### config.mk
export PLATFORM = sky130hd
export DESIGN_NAME = ebga_arbiter
export DESIGN_NICKNAME = d
export VERILOG_FILES = /design/src/ebga_pkg.sv /design/src/ebga_arbiter.sv /design/src/ebga_sync.sv
export SDC_FILE = /design/constraint.sdc
export NUM_CORES = 1
export LEC_CHECK = 0
export ABC_AREA = 1
export BUFFER_PORTS_ARGS = -buffer_cell sky130_fd_sc_hd__buf_4
export CORE_AREA = 2 2 39 41
export CTS_CLUSTER_DIAMETER = 120
export DETAILED_ROUTE_END_ITERATION = 12
export DIE_AREA = 0 0 41 43
export PLACE_DENSITY = 0.72
export RECOVER_POWER = 25
export REMOVE_ABC_BUFFERS = 1
export SYNTH_ARGS = -nofsm -noshare
export SYNTH_HDL_FRONTEND = slang
export SYNTH_SLANG_ARGS = --single-unit
### constraint.sdc
create_clock -name i_ref_clk -period 1.2 [get_ports i_ref_clk]
set_input_delay 0.24 -clock i_ref_clk [delete_from_list [all_inputs] [get_ports i_ref_clk]]
set_output_delay 0.24 -clock i_ref_clk [all_outputs]
set_load 0.02 [all_outputs]
### src/ebga_pkg.sv
// Package for the external bus grant arbiter: states and carrier structs
package ebga_pkg;
  // Arbiter states, one-hot
  typedef enum logic [3:0] {
    EBGA_OWN = 4'h1, // Device owns the bus
    EBGA_WAIT = 4'h2, // Request seen, access still finishing
    EBGA_GRANT = 4'h4, // Bus granted away
    EBGA_RESUME = 4'h8 // Request dropped, drivers back on
  } ebga_state_t;
  // Synchroniser depth
  localparam int EBGA_SYNC_STAGES = 2;
  // Reset level of the active-high flags inside the block
  localparam logic EBGA_GRANT_IDLE = 1'h0;
  // Reset level of the active-low pins: released
  localparam logic EBGA_PIN_IDLE = 1'h1;
  // Normal grant pin is driven out of reset
  localparam logic EBGA_OE_RESET = 1'h1;
  // Core-side handshake from the sequencer
  typedef struct packed {
    logic ext_busy; // External access in progress this cycle
    logic ext_needed; // Next instruction needs the external bus
    logic run_on_grant; // Keep running after grant
  } ebga_core_t;
  // Core-side arbitration outputs
  typedef struct packed {
    logic bus_grant_out; // Grant, active high inside
    logic grant_hung_out; // Core stalled on granted bus
    logic bus_float; // Float data, address and strobes
    logic core_halt; // Stop the sequencer
  } ebga_arb_t;
endpackage

### src/ebga_arbiter.sv
// External bus grant arbiter: hands the memory bus to an outside master
`timescale 1ns/1ns
`default_nettype none
// Behaviour
// - Idle bus: float, grant, halt next cycle
// - Run-on-grant: halt only at external access
// - Busy bus: grant cycle after access completes
// - Grant allowed between two accesses
// - Request gone: ungrant, drive, resume
// - Arbitration works during boot and reset
// - Hung flag when external access blocked
// - Release clears grant, hung, then access
// - Emulator enable swaps pins, floats grant
module ebga_arbiter (
  // Clock and reset
  input wire logic i_ref_clk,
  input wire logic i_rst,
  // Normal pins, active low; grant drive enable active high
  input wire logic i_reset_n,
  input wire logic i_bus_request_in_n,
  output logic o_bus_grant_out_n,
  output logic o_bus_grant_out_oe,
  output logic o_grant_hung_out_n,
  // Emulator pins, active low; enable active high
  input wire logic i_emulator_enable,
  input wire logic i_emulator_reset_in_n,
  input wire logic i_emulator_bus_request_n,
  output logic o_emulator_bus_grant_n,
  // Core side
  input wire ebga_pkg::ebga_core_t i_core,
  output ebga_pkg::ebga_arb_t o_arb,
  output logic o_core_reset
);
  // Selected request, before synchronising
  wire raw_req = i_emulator_enable ? ~i_emulator_bus_request_n
                                   : ~i_bus_request_in_n;
  // Selected reset for the core
  wire raw_core_rst = i_emulator_enable ? ~i_emulator_reset_in_n
                                        : ~i_reset_n;
  // Synchronised request
  logic req_sync;
  // Request passes a synchroniser; the core reset does not gate it
  ebga_sync #(
    .STAGES(ebga_pkg::EBGA_SYNC_STAGES)
  ) u_req_sync (
    .i_ref_clk(i_ref_clk),
    .i_rst(i_rst),
    .i_level(raw_req),
    .o_level(req_sync)
  );

  // State register
  ebga_pkg::ebga_state_t state_reg;
  ebga_pkg::ebga_state_t state_next;
  // Output registers
  logic grant_reg;
  logic hung_reg;
  logic halt_reg;
  logic core_rst_reg;
  // Pin registers, so every pin comes straight from a flop
  logic oe_reg; // Normal grant pin drive enable
  logic gnt_pin_n_reg; // Normal grant pin level
  logic egnt_pin_n_reg; // Emulator grant pin level
  logic hung_pin_n_reg; // Hung-grant pin level

  // Decodes: a busy access defers grant; gaps between accesses allow it
  wire may_grant = req_sync & ~i_core.ext_busy;
  // Grant for the next cycle, before pin routing
  wire grant_next = (state_next == ebga_pkg::EBGA_GRANT);
  // Core stalls if it wants the bus while granted away
  wire blocked = i_core.ext_needed & grant_next;
  // Halt next: always in grant unless run-on-grant and not blocked
  wire halt_next = grant_next &
                   (~i_core.run_on_grant | i_core.ext_needed);
  // Grant goes out on exactly one of the two grant pins
  wire norm_gnt_next = grant_next & ~i_emulator_enable;
  wire emu_gnt_next = grant_next & i_emulator_enable;

  // Next-state logic; grant is never held by reset of the core
  always_comb begin
    state_next = state_reg;
    unique case (state_reg)
      ebga_pkg::EBGA_OWN: begin
        if (may_grant) begin
          state_next = ebga_pkg::EBGA_GRANT;
        end else if (req_sync) begin
          state_next = ebga_pkg::EBGA_WAIT;
        end
      end
      ebga_pkg::EBGA_WAIT: begin
        if (!req_sync) begin
          state_next = ebga_pkg::EBGA_OWN;
        end else if (may_grant) begin
          state_next = ebga_pkg::EBGA_GRANT;
        end
      end
      ebga_pkg::EBGA_GRANT: begin
        // Only a dropped request ends the grant
        if (!req_sync) begin
          state_next = ebga_pkg::EBGA_RESUME;
        end
      end
      ebga_pkg::EBGA_RESUME: begin
        // Drivers back for this cycle and one in OWN before a new grant
        state_next = ebga_pkg::EBGA_OWN;
      end
      default: begin
        state_next = ebga_pkg::EBGA_OWN;
      end
    endcase
  end

  // State and outputs; the device reset input does not stop this
  always_ff @(posedge i_ref_clk or posedge i_rst) begin
    if (i_rst) begin
      state_reg <= ebga_pkg::EBGA_OWN;
      grant_reg <= ebga_pkg::EBGA_GRANT_IDLE;
      hung_reg <= ebga_pkg::EBGA_GRANT_IDLE;
      halt_reg <= ebga_pkg::EBGA_GRANT_IDLE;
      core_rst_reg <= ebga_pkg::EBGA_GRANT_IDLE;
      // Pins released, normal grant pin driven
      oe_reg <= ebga_pkg::EBGA_OE_RESET;
      gnt_pin_n_reg <= ebga_pkg::EBGA_PIN_IDLE;
      egnt_pin_n_reg <= ebga_pkg::EBGA_PIN_IDLE;
      hung_pin_n_reg <= ebga_pkg::EBGA_PIN_IDLE;
    end else begin
      state_reg <= state_next;
      grant_reg <= grant_next;
      hung_reg <= blocked;
      halt_reg <= halt_next;
      core_rst_reg <= raw_core_rst;
      // Pin levels registered from the same decode as the flags
      oe_reg <= ~i_emulator_enable;
      gnt_pin_n_reg <= ~norm_gnt_next;
      egnt_pin_n_reg <= ~emu_gnt_next;
      hung_pin_n_reg <= ~blocked;
    end
  end

  // Pin drive: emulator mode routes grant to its pin, floats normal one
  assign o_bus_grant_out_n = gnt_pin_n_reg;
  assign o_bus_grant_out_oe = oe_reg;
  assign o_emulator_bus_grant_n = egnt_pin_n_reg;
  assign o_grant_hung_out_n = hung_pin_n_reg;
  // Core outputs
  assign o_arb.bus_grant_out = grant_reg;
  assign o_arb.grant_hung_out = hung_reg;
  assign o_arb.bus_float = grant_reg;
  assign o_arb.core_halt = halt_reg;
  assign o_core_reset = core_rst_reg;
endmodule
`default_nettype wire

### src/ebga_sync.sv
// Two-flop level synchroniser for the bus request
`timescale 1ns/1ns
`default_nettype none
module ebga_sync #(
  parameter int STAGES = 2
) (
  // Clock and reset
  input wire logic i_ref_clk,
  input wire logic i_rst,
  // Level in and out
  input wire logic i_level,
  output logic o_level
);
  // Shift chain; only the last stage is read
  logic [STAGES-1:0] chain_reg;
  // One stage alone would pass a metastable level straight on
  if (STAGES < 2) begin : g_stages_bad
    $error("ebga_sync needs at least two stages");
  end
  // Chain advances every edge
  always_ff @(posedge i_ref_clk or posedge i_rst) begin
    if (i_rst) begin
      chain_reg <= '0;
    end else begin
      chain_reg <= {chain_reg[STAGES-2:0], i_level};
    end
  end
  assign o_level = chain_reg[STAGES-1];
endmodule
`default_nettype wire
==> impl_results.md <==
- Status: finished, final reports clean
- Row cnt: 14
- Antenna cells: 0
- Fin cells: 96
- Number of global-route vias before repair: around 420
- Met2 WL: 512 µm
- Max Slew Vio Count: 0
- Largest register FFs: 4
- GR Util All Layers: between 10% and 20%
- Worst EP arrival: 0.92 ns
- Highest Signal Layer: met4
- Share of cells above drive strength 1: a little over two fifths
- Fin nets: 91
- Reg clk slew, reported paths: 0.08 ns
- Final hold vios: 0
- Setup CP Type: register to primary output
- CTS root buffer: clkbuf_4
- CP Cell Sequence: buf_6
- WL/cell: 10.5 µm
- Register area: about 360 µm²
- PD cells: roughly 2000 nW/µm²
- Most frequent cells in the layout: 12 x nand2_1, 12 x buf_4, 9 x dfrtp_1, 8 x inv_1, 6 x nor2_1
- M1 WL: slightly below 400 µm
- First-pass GRT wire length: 1640 µm
- Drt first pass iters: 4
- DRT Wirelength: 1010 µm
- ANT nets after route: 0
- Pre-CTS setup slack: between 0.07 and 0.08 ns
- GPL Wtd Cong: approximately 0.70
- Syn_area_per_cell: between 9 and 10 µm²
- YS warnings: 0
- Worst Skew: around 0.0036 ns
- Fin crit period: about 1.2 ns
- FILL cells: 124
- CP delay by family, top: flip-flops
- Area of the multi-input gates: 183 µm²
- Setup-failing EPs final: 0
- Die W: slightly above 40 µm
- Worst Path Required: about 0.96 ns
- 1st-iter DRT viols: 2
- Worst-Margin Slew: around 0.5 ns
- Slew headroom: roughly two thirds
- Clk Latency, worst-skew pair: ~0.28 ns
- Critical path launch point type: register
- Routed met3 length: 79 µm
- CP bufs+invs: 1
- DIE AREA: about 1800 µm²
- Synth area leader: dfrtp_1
- Die Y: approximately 43 µm
- Slowest cell on the critical path: dfstp_2
- CTS buffer count: 3
- HPWL Detailed: ~810 µm
- Crit path max fanout: 1
- Core area: 1380 µm²
- IO Port Bufs: 18
- Fmax: around 0.86 GHz
- Placed cell count: 91
- Maximum VDD drop: approximately 0.0011 V
- Register area share after synthesis: 58.8%
- Total of max-cap violations: 0
- Worst setup EP type: primary output
- Top cell type's share of synthesized area: 37.1%
- Largest stage delay on the critical path: approximately 0.54 ns
- CTS tree: done
- Detailed-route via count: around 450
- Synth top area cells: dfrtp_1 37%, dfstp_2 22%, nand2_1 7.4%
- Grt ovf: 0
- Largest net degree at the start of global routing: 15
- Lkg Pwr: between 0.4 and 0.5 nW
- Post-Syn Instances: 61
- Initial antenna violation count: 0
- TNS Setup: 0 ns
- Final setup margin: 0.0361 ns
- RSZ-0062 raised after global routing: true
- Syn-to-layout area delta: 30.1%
- Htree depth: 1
- # DRC: 0
- Register bit total from synthesis: 14
- Initial Util: between 40% and 50%
- Design area: 790 µm²
- Post-DP Area: around 730 µm²
- CTS sink count: 14
- Synth cell types: 16
- Post-Syn Area: 607 µm²
- CTS max path bufs: 2
- Vias per Instance: between 4 and 5
- HP Class: input port to register
- Final Cycle Share: a little over nine tenths
- Boundary Pins: 19
==> logic make-up after synthesis <==
group,Yosys count,share of synthesized area [%]
and+or+nand+nor,28,23.9
DFF,14,58.8
buffers and inverters,14,11.1
AOI/OAI and AO/OA,3,2.89
muxes,2,3.30
==> cell usage after synthesis <==
cell,instances
a21oi_1,2
buf_4,4
dfrtp_1,9
dfstp_2,5
inv_1,8
inv_2,2
mux2i_1,2
nand2_1,12
nand2_2,2
nand2_4,1
nand3_1,4
nand3_2,1
nand3_4,1
nor2_1,6
nor2_2,1
o211ai_1,1
==> what timing repair did <==
| item | CTS | global route |
|---|---|---|
| setup buffers | 0 | 0 |
| hold buffers | 1 | 0 |
| setup endpoints to repair | 0 | 4 |
| gates resized for setup | 0 | 4 |
| hold endpoints to repair | 9 | 0 |
==> stage by stage <==
step	util, %	hold slack [ns]	power (W)
finish	57.1	0.110	0.00162
global route	57.1	0.0961	0.00174
CTS	56.2	0.103	0.00162
detailed placement	52.9	0.302	0.00129
global placement	52.9	0.301	0.00126
floorplan	-	0.126	0.00107
==> final cells by class <==
| class | instances | area share (%) |
|---|---|---|
| repair buffers | 19 | 19.8 |
| well taps | 16 | 2.54 |
| multi-input cells | 33 | 23.1 |
| clock buffers | 4 | 4.60 |
| flip-flops and latches | 14 | 45.2 |
| inverters | 10 | 4.75 |
==> routing by layer <==
| metal | up-vias | track usage (%) |
|---|---|---|
| li1 | 223 | - |
| met1 | 199 | 16.2 |
| met2 | 20 | 22.8 |
| met3 | 3 | 5.24 |
| met4 | 0 | 10.0 |
| met5 | - | 0 |
==> report_power, final <==
part	switching, W	total [W]	internal [W]
clock network	0.000148	0.000332	0.000185
registers	0.0000727	0.000691	0.000619
logic	0.000348	0.000597	0.000249
==> worst paths after layout <==
path | from | end | slack (ns) | depth (start not counted)
max in group asynchronous | i_rst | o_bus_grant_out_oe$_DFF_PP1_ | 0.30 | 3
worst max-delay path | o_bus_grant_out_n$_DFF_PP1_ | o_bus_grant_out_n | 0.04 | 1
worst max register to register | state_reg[0]$_DFF_PP1_ | hung_reg$_DFF_PP0_ | 0.07 | 6
worst min register to register | u_req_sync.chain_reg[0]$_DFF_PP0_ | u_req_sync.chain_reg[1]$_DFF_PP0_ | 0.36 | 0
min in group asynchronous | i_rst | hung_reg$_DFF_PP0_ | 0.54 | 3
worst min-delay path | i_core[1] | o_grant_hung_out_n$_DFF_PP1_ | 0.11 | 2
No activity file was read; power rests on OpenSTA's default activity.
